<file path="src/lcdmsc_pkg.sv">
// lcdmsc_pkg: constants for the lcd multiplex scan controller
// assumes an apb slave at 32-bit data, one register per aligned word
package lcdmsc_pkg;
   // byte addresses of the apb registers
   localparam logic [11:0] ADDR_DRIVE_CTRL = 12'h000;
   localparam logic [11:0] ADDR_MODE_SEL = 12'h004;
   localparam logic [11:0] ADDR_STATUS = 12'h008;
   localparam logic [11:0] ADDR_MEM_BASE = 12'h040;
   // display memory window in cpu data space
   localparam int MEM_FIRST = 'h1ec;
   localparam int MEM_LAST = 'h1ff;
   localparam int MEM_WORDS = 20;
   localparam int PORT_FIRST_IDX = 12;
   // drive control field positions
   localparam int DC_BIAS_POWER = 0;
   localparam int DC_SYNC_OUT = 2;
   localparam int DC_LOW_VOLT = 3;
   localparam logic [3:0] DRIVE_CTRL_RESET = 4'h0;
   // mode select fields
   localparam int MS_DISPLAY_ON = 3;
   localparam int MS_CLK_LO = 4;
   localparam int MS_PORT_LO = 6;
   localparam int MS_PORT_HI = 7;
   localparam logic [7:0] MODE_SEL_RESET = 8'h00;
   // time-division encodings of mode bits 2:0
   localparam logic [2:0] DIV4_B3 = 3'h0;
   localparam logic [2:0] DIV3_B3 = 3'h1;
   localparam logic [2:0] DIV2_B2 = 3'h2;
   localparam logic [2:0] DIV3_B2 = 3'h3;
   localparam logic [2:0] DIV_STATIC = 3'h4;
   // watch timer input rate and scan clock divider base
   localparam int WATCH_HZ = 32768;
   localparam int SCAN_DIV_MAX_LOG2 = 9;
   // pin level codes: {select, phase}
   localparam logic [1:0] LVL_NONSEL_POS = 2'h0;
   localparam logic [1:0] LVL_NONSEL_NEG = 2'h1;
   localparam logic [1:0] LVL_SEL_POS = 2'h2;
   localparam logic [1:0] LVL_SEL_NEG = 2'h3;
endpackage

</file>
<file path="src/lcdmsc_scan_div.sv">
// lcdmsc_scan_div: divides the watch timer tick into the scan clock tick
// assumes watch_tick is a one-cycle pulse at the watch timer input rate
`timescale 1ns/1ps
module lcdmsc_scan_div (
   // clock and reset
   input wire logic mclk,
   input wire logic reset,
   // control
   input wire logic enable,
   input wire logic [1:0] rate_sel,
   input wire logic watch_tick,
   // scan tick out
   output logic scan_tick
);
   logic [8:0] count;
   logic [8:0] limit;

   // 64, 128, 256, 512 hz from watch rate over 2^9..2^6
   always_comb begin
      limit = 9'((1 << (lcdmsc_pkg::SCAN_DIV_MAX_LOG2 - int'(rate_sel))) - 1);
   end

   // prescale counter, cleared to zero while the watch timer clock is off
   always_ff @(posedge mclk) begin
      if (reset || !enable) begin
         count <= 9'h000;
         scan_tick <= 1'b0;
      end else begin
         scan_tick <= 1'b0;
         if (watch_tick) begin
            if (count >= limit) begin
               count <= 9'h000;
               scan_tick <= 1'b1;
            end else begin
               count <= count + 9'h001;
            end
         end
      end
   end
endmodule

</file>
<file path="src/lcdmsc_top.sv">
// lcdmsc_top: lcd multiplex scan controller with apb registers and
// display memory; assumes analog drivers turn level codes into voltages
//
// The register offsets and the APB register port were chosen for this implementation.
`timescale 1ns/1ps
module lcdmsc_top #(
   parameter int SEGMENTS = 20
) (
   // clock and reset
   input wire logic mclk,
   input wire logic reset,
   // apb slave
   input wire logic psel,
   input wire logic penable,
   input wire logic pwrite,
   input wire logic [11:0] paddr,
   input wire logic [31:0] pwdata,
   input wire logic [3:0] pstrb,
   output logic [31:0] prdata,
   output logic pready,
   output logic pslverr,
   // cpu data memory port for 1ech..1ffh
   input wire logic cpu_req,
   input wire logic cpu_we,
   input wire logic cpu_bit_op,
   input wire logic [8:0] cpu_addr,
   input wire logic [1:0] cpu_bit,
   input wire logic [3:0] cpu_wdata,
   output logic [3:0] cpu_rdata,
   output logic cpu_hit,
   // watch timer
   input wire logic watch_tick,
   input wire logic scan_clock_en,
   // panel level codes
   output logic [7:0] common_lines,
   output logic [2*SEGMENTS-1:0] segment_lines,
   output logic [7:0] upper_segment_port_lines,
   output logic [7:0] port_line_mode,
   // bias supply
   output logic bias_supply_out,
   output logic bias_supply_oe,
   output logic low_voltage_drive_sel,
   // expansion sync
   output logic panel_scan_clock,
   output logic frame_sync
);
   logic [3:0] lcd_drive_control;
   logic [7:0] display_mode_select;
   logic [3:0] disp_mem [SEGMENTS];
   logic [1:0] slot;
   logic phase;
   logic scan_tick;
   logic scan_clk_level;
   logic [2:0] div_code;
   logic [1:0] last_slot;
   logic bias_on;
   logic disp_on;
   logic apb_access;
   logic apb_write;
   logic [11:0] mem_off;
   logic mem_apb_hit;
   logic [4:0] mem_apb_idx;
   logic [4:0] cpu_idx;
   logic [3:0] com_sel;
   logic [SEGMENTS-1:0] seg_sel;
   logic [SEGMENTS-1:0] is_port;

   // one-cycle access phase with no wait states
   assign pready = 1'b1;
   assign apb_access = psel && penable;
   assign apb_write = apb_access && pwrite;
   assign mem_off = paddr - lcdmsc_pkg::ADDR_MEM_BASE;
   assign mem_apb_idx = mem_off[6:2];
   assign mem_apb_hit = (paddr >= lcdmsc_pkg::ADDR_MEM_BASE) && (mem_off[1:0] == 2'h0)
      && (mem_off[11:2] < 10'(SEGMENTS));
   assign cpu_idx = 5'(cpu_addr - 9'(lcdmsc_pkg::MEM_FIRST));
   assign cpu_hit = cpu_req && (cpu_addr >= 9'(lcdmsc_pkg::MEM_FIRST))
      && (cpu_addr <= 9'(lcdmsc_pkg::MEM_LAST));
   assign bias_on = lcd_drive_control[lcdmsc_pkg::DC_BIAS_POWER];
   assign disp_on = display_mode_select[lcdmsc_pkg::MS_DISPLAY_ON];
   assign div_code = display_mode_select[2:0];
   assign low_voltage_drive_sel = lcd_drive_control[lcdmsc_pkg::DC_LOW_VOLT];

   // unmapped addresses answer with an error
   always_comb begin
      pslverr = 1'b0;
      if (apb_access) begin
         pslverr = !(paddr == lcdmsc_pkg::ADDR_DRIVE_CTRL || paddr == lcdmsc_pkg::ADDR_MODE_SEL
            || paddr == lcdmsc_pkg::ADDR_STATUS || mem_apb_hit);
      end
   end

   // drive control nibble, written whole through byte lane 0
   always_ff @(posedge mclk) begin
      if (reset) begin
         lcd_drive_control <= lcdmsc_pkg::DRIVE_CTRL_RESET;
      end else if (apb_write && paddr == lcdmsc_pkg::ADDR_DRIVE_CTRL && pstrb[0]) begin
         lcd_drive_control <= pwdata[3:0];
      end
   end

   // mode select byte
   always_ff @(posedge mclk) begin
      if (reset) begin
         display_mode_select <= lcdmsc_pkg::MODE_SEL_RESET;
      end else if (apb_write && paddr == lcdmsc_pkg::ADDR_MODE_SEL && pstrb[0]) begin
         display_mode_select <= pwdata[7:0];
      end
   end

   // display memory: cpu bit or nibble writes, apb nibble writes
   always_ff @(posedge mclk) begin
      if (cpu_hit && cpu_we) begin
         if (cpu_bit_op) begin
            disp_mem[cpu_idx][cpu_bit] <= cpu_wdata[0];
         end else begin
            disp_mem[cpu_idx] <= cpu_wdata;
         end
      end else if (apb_write && mem_apb_hit && pstrb[0]) begin
         disp_mem[mem_apb_idx] <= pwdata[3:0];
      end
   end

   // cpu read data, bit reads return the bit in position 0
   always_ff @(posedge mclk) begin
      if (reset) begin
         cpu_rdata <= 4'h0;
      end else if (cpu_hit && !cpu_we) begin
         cpu_rdata <= cpu_bit_op ? {3'h0, disp_mem[cpu_idx][cpu_bit]} : disp_mem[cpu_idx];
      end
   end

   // apb read mux, registered at the end of the setup cycle
   always_ff @(posedge mclk) begin
      if (reset) begin
         prdata <= 32'h0000_0000;
      end else if (psel && !penable && !pwrite) begin
         prdata <= 32'h0000_0000;
         if (paddr == lcdmsc_pkg::ADDR_DRIVE_CTRL) begin
            prdata <= {28'h0, lcd_drive_control};
         end else if (paddr == lcdmsc_pkg::ADDR_MODE_SEL) begin
            prdata <= {24'h0, display_mode_select};
         end else if (paddr == lcdmsc_pkg::ADDR_STATUS) begin
            prdata <= {28'h0, phase, scan_clock_en, slot};
         end else if (mem_apb_hit) begin
            prdata <= {28'h0, disp_mem[mem_apb_idx]};
         end
      end
   end

   // scan clock tick from the watch timer input
   lcdmsc_scan_div u_div (
      .mclk(mclk),
      .reset(reset),
      .enable(scan_clock_en),
      .rate_sel(display_mode_select[5:lcdmsc_pkg::MS_CLK_LO]),
      .watch_tick(watch_tick),
      .scan_tick(scan_tick)
   );

   // last slot index for the chosen time division
   always_comb begin
      unique case (div_code)
         lcdmsc_pkg::DIV4_B3: last_slot = 2'h3;
         lcdmsc_pkg::DIV3_B3: last_slot = 2'h2;
         lcdmsc_pkg::DIV2_B2: last_slot = 2'h1;
         lcdmsc_pkg::DIV3_B2: last_slot = 2'h2;
         default: last_slot = 2'h0;
      endcase
   end

   // slot counter and frame phase
   always_ff @(posedge mclk) begin
      if (reset) begin
         slot <= 2'h0;
         phase <= 1'b0;
      end else if (scan_tick) begin
         if (slot >= last_slot) begin
            slot <= 2'h0;
            phase <= !phase;
         end else begin
            slot <= slot + 2'h1;
         end
      end
   end

   // scan clock level and frame sync, half rate square
   always_ff @(posedge mclk) begin
      if (reset) begin
         scan_clk_level <= 1'b0;
         panel_scan_clock <= 1'b0;
         frame_sync <= 1'b0;
      end else begin
         if (scan_tick) begin
            scan_clk_level <= !scan_clk_level;
         end
         panel_scan_clock <= lcd_drive_control[lcdmsc_pkg::DC_SYNC_OUT] && scan_clk_level;
         frame_sync <= lcd_drive_control[lcdmsc_pkg::DC_SYNC_OUT] && (slot == 2'h0);
      end
   end

   // common select pattern: static selects all four
   always_comb begin
      if (div_code == lcdmsc_pkg::DIV_STATIC) begin
         com_sel = 4'hf;
      end else begin
         com_sel = 4'(4'h1 << slot);
      end
   end

   // segment select: bit of current slot only, so unused bits stay unread
   always_comb begin
      for (int i = 0; i < SEGMENTS; i++) begin
         seg_sel[i] = disp_on && disp_mem[i][slot];
      end
   end

   // upper segments used as bit ports, four at a time
   always_comb begin
      is_port = '0;
      for (int i = 0; i < 8; i++) begin
         is_port[lcdmsc_pkg::PORT_FIRST_IDX + i] = (i < 4) ?
            display_mode_select[lcdmsc_pkg::MS_PORT_HI] :
            display_mode_select[lcdmsc_pkg::MS_PORT_LO];
      end
   end

   // registered pin codes
   always_ff @(posedge mclk) begin
      if (reset) begin
         common_lines <= 8'h00;
         segment_lines <= '0;
         upper_segment_port_lines <= 8'h00;
         port_line_mode <= 8'h00;
         bias_supply_out <= 1'b0;
         bias_supply_oe <= 1'b0;
      end else begin
         bias_supply_out <= bias_on;
         bias_supply_oe <= bias_on;
         for (int c = 0; c < 4; c++) begin
            common_lines[2*c +: 2] <= bias_on ? {com_sel[c], phase} : 2'h0;
         end
         for (int s = 0; s < SEGMENTS; s++) begin
            // segment phase is inverted so only select/select reaches full level
            segment_lines[2*s +: 2] <= (bias_on && !is_port[s]) ?
               {seg_sel[s], !phase} : 2'h0;
         end
         for (int p = 0; p < 8; p++) begin
            upper_segment_port_lines[p] <= disp_mem[lcdmsc_pkg::PORT_FIRST_IDX + p][0];
            port_line_mode[p] <= is_port[lcdmsc_pkg::PORT_FIRST_IDX + p];
         end
      end
   end
endmodule
</file>
<file path="config.mk">
export PLATFORM = sky130hd
export DESIGN_NAME = lcdmsc_top
export DESIGN_NICKNAME = d
export VERILOG_FILES = /design/src/lcdmsc_pkg.sv /design/src/lcdmsc_scan_div.sv /design/src/lcdmsc_top.sv
export SDC_FILE = /design/constraint.sdc
export NUM_CORES = 1
export LEC_CHECK = 0
export ABC_AREA = 1
export BUFFER_PORTS_ARGS = -buffer_cell sky130_fd_sc_hd__buf_2
export CORE_MARGIN = 1
export CORE_UTILIZATION = 60
export CTS_BUF_LIST = sky130_fd_sc_hd__clkbuf_8
export DETAILED_ROUTE_END_ITERATION = 8
export PLACE_DENSITY = 0.83
export SLEW_MARGIN = 20
export SYNTH_ARGS = -nofsm -noshare
export SYNTH_HDL_FRONTEND = slang
export SYNTH_SLANG_ARGS = --single-unit
</file>
<file path="constraint.sdc">
create_clock -name mclk -period 5.7 [get_ports mclk]
set_input_delay 0.57 -clock mclk [delete_from_list [all_inputs] [get_ports mclk]]
set_output_delay 0.57 -clock mclk [all_outputs]
set_load 0.05 [all_outputs]
</file>
==> impl_metrics.yaml, run 1 <==
worst_setup_path:
  worstPathRequired_ns: 5.62
  reg2reg_depth: 9
  cp_max_fo: 32
  criticalPathCategory: "input port to flop"
  reg2reg_to: "slot[0]$_SDFFE_PP0P_"
  critPathCaptureType: "flop"
  startpoint_type: "input port"
  r2r-start: "slot[0]$_SDFFE_PP0P_"
  worstPathArrival_ns: 3.53
  r2r_setup_slack_ns: 3.11
logic_synthesis:
  yosysWarnings: 0
  ys_async_sr_fraction_pct: 0
  yosysTopAreaCell: "edfxtp_1"
  synth_seq_area_share_pct: 45.1
  synth_edf_count: 128
  synth_area_leaders: "edfxtp_1 32%, dfxtp_1 13%, nand2_1 9.7%"
  synth_compound_gate_area_share_pct: 12.1
  netlist_area_mm2: 0.0120
  synthMuxAreaShare_pct: 0
  ys.flop_type: "edfxtp_1"
  synth_adder_area_share_pct: 1.87
  ys_types: 41
  synth_top_area_share_pct: 32.0
  synth_xor_xnor_area_share_pct: 0.437
  synth_seq_cells: 207
  synth_top_family_by_area: "simple AND/OR/NAND/NOR gates"
  yosys.area_share.simple_pct: 28.4
  avgSynthCellArea_um2: 7.87
  syn_inst: 1528
placement:
  hpwl_mm: 22.4
  portBuffers: 128
  place_congestion: 0.988
  place_ws_ns: 1.71
pwr:
  internal-power_w: 0.00241
  p_clk_share_pct: 40.8
  combPwrFrac_pct: 11.2
  power.leakage_nw: 5.43
  p_sw_w: 0.000912
  p_seq_share_pct: 48.0
  power_density_mw_per_mm2: 254
  swShare_pct: 27.5
  ir_drop_v: 0.000184
clock_tree:
  htreeDepth: 2
  cts_tree: "done"
  cts_sinks: 207
  holdBufCountCts: 0
  post_cts.repair.setup_buffers: 0
  clk_latency_ns: 0.55
  clk_pin_slew_worst_paths_ns: 0.06
  numCtsBuffers: 36
  clock-root-buffer: "clkbuf_8"
  post_cts_resized: 0
  clock_path_buffers: 3
route:
  drc: 0
  routed_wl_mm: 35.4
  dr.pass1.iters: 8
  initialDrtViolationCount: 1445
  top_layer: "met4"
  met3_wirelength_mm: 4.96
  wl_met2_mm: 16.2
  wl_per_cell_um: 18.8
  via_per_inst: 6.05
  wl_met1_mm: 12.2
  ant_nets: 0
  num_vias: 11400
timing:
  fin_skew_ns: 0.0383
  setup_tns_ns: 0
  layout_setup_ws_ns: 2.09
  period_needed_ns: 3.61
  finalSetupViolCount: 0
  finalHoldViolCount: 0
  worst_pin_slew_ns: 1.05
  drv_slew: 0
  relSlewSlack_pct: 29.6
  rsz0062_at_grt: "no"
  timing.final.crit_share_pct: 63.3
  fmax_mhz: 277
cells_and_area:
  drive_above_1_share_pct: 17.2
  syn2layout_area_growth_pct: 8.80
  nets: 1679
floorplan:
  core_area_mm2: 0.0195
  die_h_um: 144
  die_w_um: 144
  die_area_mm2: 0.0206
  rows: 51
  io_pins: 181
  initial_core_util_pct: 61.6
global_routing:
  grt_pass1_wl_mm: 53.6
  track_usage_pct: 34.4
  antenna_found_initial: 2
  grt_max_degree: 55
  overflow: 0
  first_global_vias: 10300
outcome:
  status: "complete, no violations"
worst_hold_path:
  holdPathStages: 3
  worstHoldStart: "pwdata[6]"
  hp-class: "input port to flop"
  hold_path_end: "display_mode_select[6]$_SDFFE_PP0P_"
job:
  drv_cap: 0
## sequential cells by signal, summed over array words and instances (netlist names), 2 cells and up
register                  cells
disp_mem                    128
segment_lines                23
u_div.count                   9
display_mode_select           8
prdata                        8
upper_segment_port_lines      8
common_lines                  5
cpu_rdata                     4
lcd_drive_control             4
port_line_mode                2
slot                          2
## synthesized netlist by cell type (all sizes together) (3+ instances only)
cell    count
clkbuf     52
nor3      169
ha         18
buf        96
nand2     317
nor2      120
xor2        4
a21oi     118
dfxtp      79
o211ai     17
inv       144
nand4      12
a211oi      3
clkinv      6
o21ai     129
nand3     105
edfxtp    128
## how the worst max path moves through the flow
| stage | depth (start not counted) | slack (ns) | to | start |
|---|---|---|---|---|
| 6_report | 8 | 2.09 | disp_mem[19][0]$_DFFE_PP_ | cpu_addr[1] |
| 5_1_grt | 8 | 1.89 | disp_mem[19][0]$_DFFE_PP_ | cpu_addr[1] |
| 4_1_cts | 9 | 2.28 | disp_mem[4][3]$_DFFE_PP_ | cpu_addr[1] |
| 3_5_place_dp | 9 | 1.71 | disp_mem[4][3]$_DFFE_PP_ | cpu_addr[1] |
| 3_3_place_gp | 9 | 1.87 | disp_mem[4][3]$_DFFE_PP_ | cpu_addr[1] |
| 2_1_floorplan | 11 | 2.64 | disp_mem[0][1]$_DFFE_PP_ | cpu_addr[2] |
## power by group through the flow
stage | combinational [W] | sequential, W | clock (W)
after floorplan | 0.000258 | 0.00163 | 0
after global routing | 0.000393 | 0.00159 | 0.00142
after CTS | 0.000357 | 0.00159 | 0.00135
final | 0.000372 | 0.00159 | 0.00135
after detailed placement | 0.000355 | 0.00163 | 0
after global placement | 0.000350 | 0.00163 | 0
## cell usage in the layout (no fill, tap or decap), types with 2 or more instances in the layout
cell,n
nand2_1,310
inv_1,141
nor3_1,132
edfxtp_1,128
buf_2,128
o21ai_0,123
a21oi_1,117
nor2_1,110
nand3_1,97
dfxtp_1,79
clkbuf_8,47
nor3_2,37
conb_1,28
ha_1,18
o211ai_1,17
buf_4,16
nand4_1,12
clkinv_1,8
inv_2,8
nor2_2,7
nand3_2,7
clkinv_2,7
nand2_2,4
xor2_1,4
o21ai_2,3
nand2_4,3
o21ai_4,3
a211oi_1,3
diode_2,2
nor2_4,2
xnor2_1,2
and3_1,2
## per-layer routing
metal / vias up / global-route usage [%]
met5: - / 0.501
met4: 0 / 21.6
met2: 889 / 55.8
met3: 184 / 8.96
li1: 5165 / -
met1: 5136 / 40.7
## critical path, cell delays in order
cell and delay [ns]:
buf_2 0.50, nand2_2 0.48, nor3_2 0.35, nor2_4 0.10
nand2_2 0.13, nand3_4 0.27, o21ai_0 0.26, clkinv_1 0.85
## stage by stage
stage          instance area [µm²]  util (%)  hold slack, ns  cells  total power (W)
6_report                     13100      67.0           0.348   1879          0.00332
5_1_grt                      13100      67.0           0.370   1878          0.00341
4_1_cts                      13100      66.9           0.334   1877          0.00330
3_5_place_dp                 12400      63.3           0.460   1815          0.00198
3_3_place_gp                 12400      63.3           0.447   1815          0.00197
2_1_floorplan                12100         -           0.421   1554          0.00189
## kinds of logic (layout without fill, tap and decap cells)
| group | after synthesis | count (layout) |
|---|---|---|
| DFF | 207 | 207 |
| xor gates and xnor gates | 6 | 6 |
| other | 2 | 30 |
| adders and majority gates | 18 | 18 |
| and+or+nand+nor | 728 | 728 |
| buffers and inverters | 298 | 356 |
| AOI/OAI and AO/OA | 269 | 269 |
## area by class of cell
type / instances / area (µm²)
fill: 1558 / 6440
clock inverter: 15 / 65.1
antenna: 2 / 5.00
tap: 265 / 332
clock buffer: 47 / 647
timing repair buffer: 144 / 761
multi-input combinational: 1049 / 5280
sequential: 207 / 5430
inverter: 150 / 566
Power figures use the tool's default switching activity.
==> run 2, diff against run 1 <==
- CORE_UTILIZATION: 60 -> 54
- PLACE_DENSITY: 0.83 -> 0.79
- clock period: 5.7 -> 2.9 ns (I/O delays scaled with it)
==> run 2 against run 1 <==
Compared with the run above:
- flip-flop and latch count is the same
- non-clock buffer count is 37 higher
- combinational power grew 120%
- hold slack worse by 0.29 ns
- clock-buffer cell count decreased by 7
- final area up 2.6%
- via count fell by 0.15%
- worst setup slack worse by 1.6 ns
- clock power grew 78%
- largest cell class unchanged
- highest routed layer unchanged
==> impl_metrics.yaml, run 2 (synthesis gave the netlist of run 1 again) <==
outcome:
  status: "complete, no violations"
route:
  wl_per_cell_um: 18.8
  dr.pass1.iters: 7
  routed_wl_mm: 36.3
  initialDrtViolationCount: 1252
  num_vias: 11400
  ant_nets: 0
  via_per_inst: 5.89
  drc: 0
worst_setup_path:
  cp_max_fo: 16
  worstPathRequired_ns: 3.11
  critical-path-slowest-cell: "nand3_2"
  criticalPathCategory: "input port to flop"
  worstPathCellList: "buf_2, inv_2, ha_1, inv_1, o21ai_0, a21oi_1, nand2_1, nor2_4, nand3_4, buf_4, o21ai_4, nand3_2, nor3_1"
  slowest_delay_ns: 0.35
  worstPathArrival_ns: 2.61
  startpoint_type: "input port"
  critPathCaptureType: "flop"
clock_tree:
  cts_sinks: 207
  post_cts_resized: 0
  clk_latency_ns: 0.53
  htreeDepth: 2
  clock-root-buffer: "clkbuf_8"
  numCtsBuffers: 35
  clock_path_buffers: 3
  cts_tree: "done"
  clk_pin_slew_worst_paths_ns: 0.06
timing:
  finalSetupViolCount: 0
  layout_setup_ws_ns: 0.497
  fmax_mhz: 416
  timing.final.crit_share_pct: 82.9
  drv_slew: 0
  rsz0062_at_grt: "no"
  worst_pin_slew_ns: 0.939
  fin_skew_ns: 0.0255
  setup_tns_ns: 0
  relSlewSlack_pct: 37.4
  period_needed_ns: 2.40
  finalHoldViolCount: 0
cells_and_area:
  largest_reg_flops: 128
  nets: 1715
  final_common_cell: "nand2_1"
  drive_above_1_share_pct: 18.4
  multi_input_area_mm2: 0.00527
  regMostFlops: "disp_mem"
  mostFrequentLayoutCells: "310 x nand2_1, 151 x inv_1, 133 x nor3_1"
  fillers: 1871
  seqCellArea_mm2: 0.00543
  reg_top3: "disp_mem x128, segment_lines x23, u_div.count x9"
  syn2layout_area_growth_pct: 11.6
placement:
  hpwl_mm: 23.9
  place_ws_ns: 0.0266
  place_congestion: 0.973
  portBuffers: 128
job:
  drv_cap: 0
pwr:
  swShare_pct: 27.7
  power.leakage_nw: 5.65
  ir_drop_v: 0.000233
  combPwrFrac_pct: 12.7
  power_density_mw_per_mm2: 472
  fin_total_pwr_w: 0.00634
  p_sw_w: 0.00176
  p_clk_share_pct: 37.9
  p_seq_share_pct: 49.4
  internal-power_w: 0.00458
floorplan:
  die_w_um: 151
  io_pins: 181
  rows: 54
  core_area_mm2: 0.0218
  initial_core_util_pct: 55.1
  die_area_mm2: 0.0229
  die_h_um: 151
global_routing:
  first_global_vias: 10500
  track_usage_pct: 31.8
  antenna_found_initial: 0
  grt_max_degree: 92
  grt_pass1_wl_mm: 54.7
  overflow: 0
worst_hold_path:
  hp-class: "input port to flop"
==> run 2: cell types whose count changed in the layout (fill, tap and decap cells not counted) <==
cell	previous run	this run
buf_12	0	10
buf_4	16	42
clkbuf_8	47	40
clkinv_1	8	6
clkinv_2	7	5
diode_2	2	1
dlygate4sd3_1	0	1
inv_1	141	151
nor2_1	110	111
nor2_2	7	6
nor3_1	132	133
nor3_2	37	36
==> run 2: what timing repair did <==
action / 4_1_cts / 5_1_grt
endpoints found under the hold margin: 1 / 0
buffers inserted: 0 / 0
hold buffers: 1 / 0
==> run 2: stage by stage <==
step           hold slack, ns  cells  util (%)  cell area [µm²]
2_1_floorplan           0.368   1554         -            12100
3_5_place_dp            0.444   1866      58.5            12800
3_3_place_gp            0.443   1866      58.5            12800
6_report               0.0567   1929      61.5            13400
5_1_grt                0.0706   1928      61.5            13400
4_1_cts                0.0482   1928      61.5            13400
==> run 2: cell type report <==
class	count	share of cell area (%)
clock inverter	21	0.634
clock buffer	40	4.10
timing repair buffer	181	8.69
inverter	150	4.21
sequential	207	40.4
multi-input combinational	1049	39.3
antenna	1	0.0186
tap	280	2.61
==> run 2: final timing paths <==
kind / startpoint / endpoint / slack [ns] / depth (start not counted)
hold reg to reg: display_mode_select[6]$_SDFFE_PP0P_ / segment_lines[38]$_SDFF_PP0_ / 0.45 / 1
hold / removal: pwdata[7] / display_mode_select[7]$_SDFFE_PP0P_ / 0.06 / 3
setup / recovery: paddr[6] / disp_mem[8][3]$_DFFE_PP_ / 0.50 / 13
setup reg to reg: display_mode_select[5]$_SDFFE_PP0P_ / u_div.count[6]$_SDFFE_PP0P_ / 0.97 / 10
==> run 2: layer usage <==
| layer | vias up | track usage, % | part of all wire, % |
|---|---|---|---|
| met1 | 5127 | 37.8 | 36 |
| met4 | 0 | 19.5 | 6.2 |
| met3 | 183 | 8.49 | 13 |
| li1 | 5237 | - | - |
| met2 | 810 | 51.1 | 45 |
| met5 | - | 0 | 0 |
==> run 2: power groups by stage <==
stage	Clock (W)	Combinational [W]	Sequential, W
2_1_floorplan	0	0.000508	0.00321
3_3_place_gp	0	0.000751	0.00319
3_5_place_dp	0	0.000764	0.00319
4_1_cts	0.00242	0.000768	0.00313
6_report	0.00240	0.000802	0.00313
5_1_grt	0.00254	0.000845	0.00313
==> run 2: critical path: cells and delay by family <==
kind            cells  cell delay (ns)
buf+inv             4             0.57
compound gates      3             0.48
simple gates        5             1.07
fa+ha+maj           1             0.20
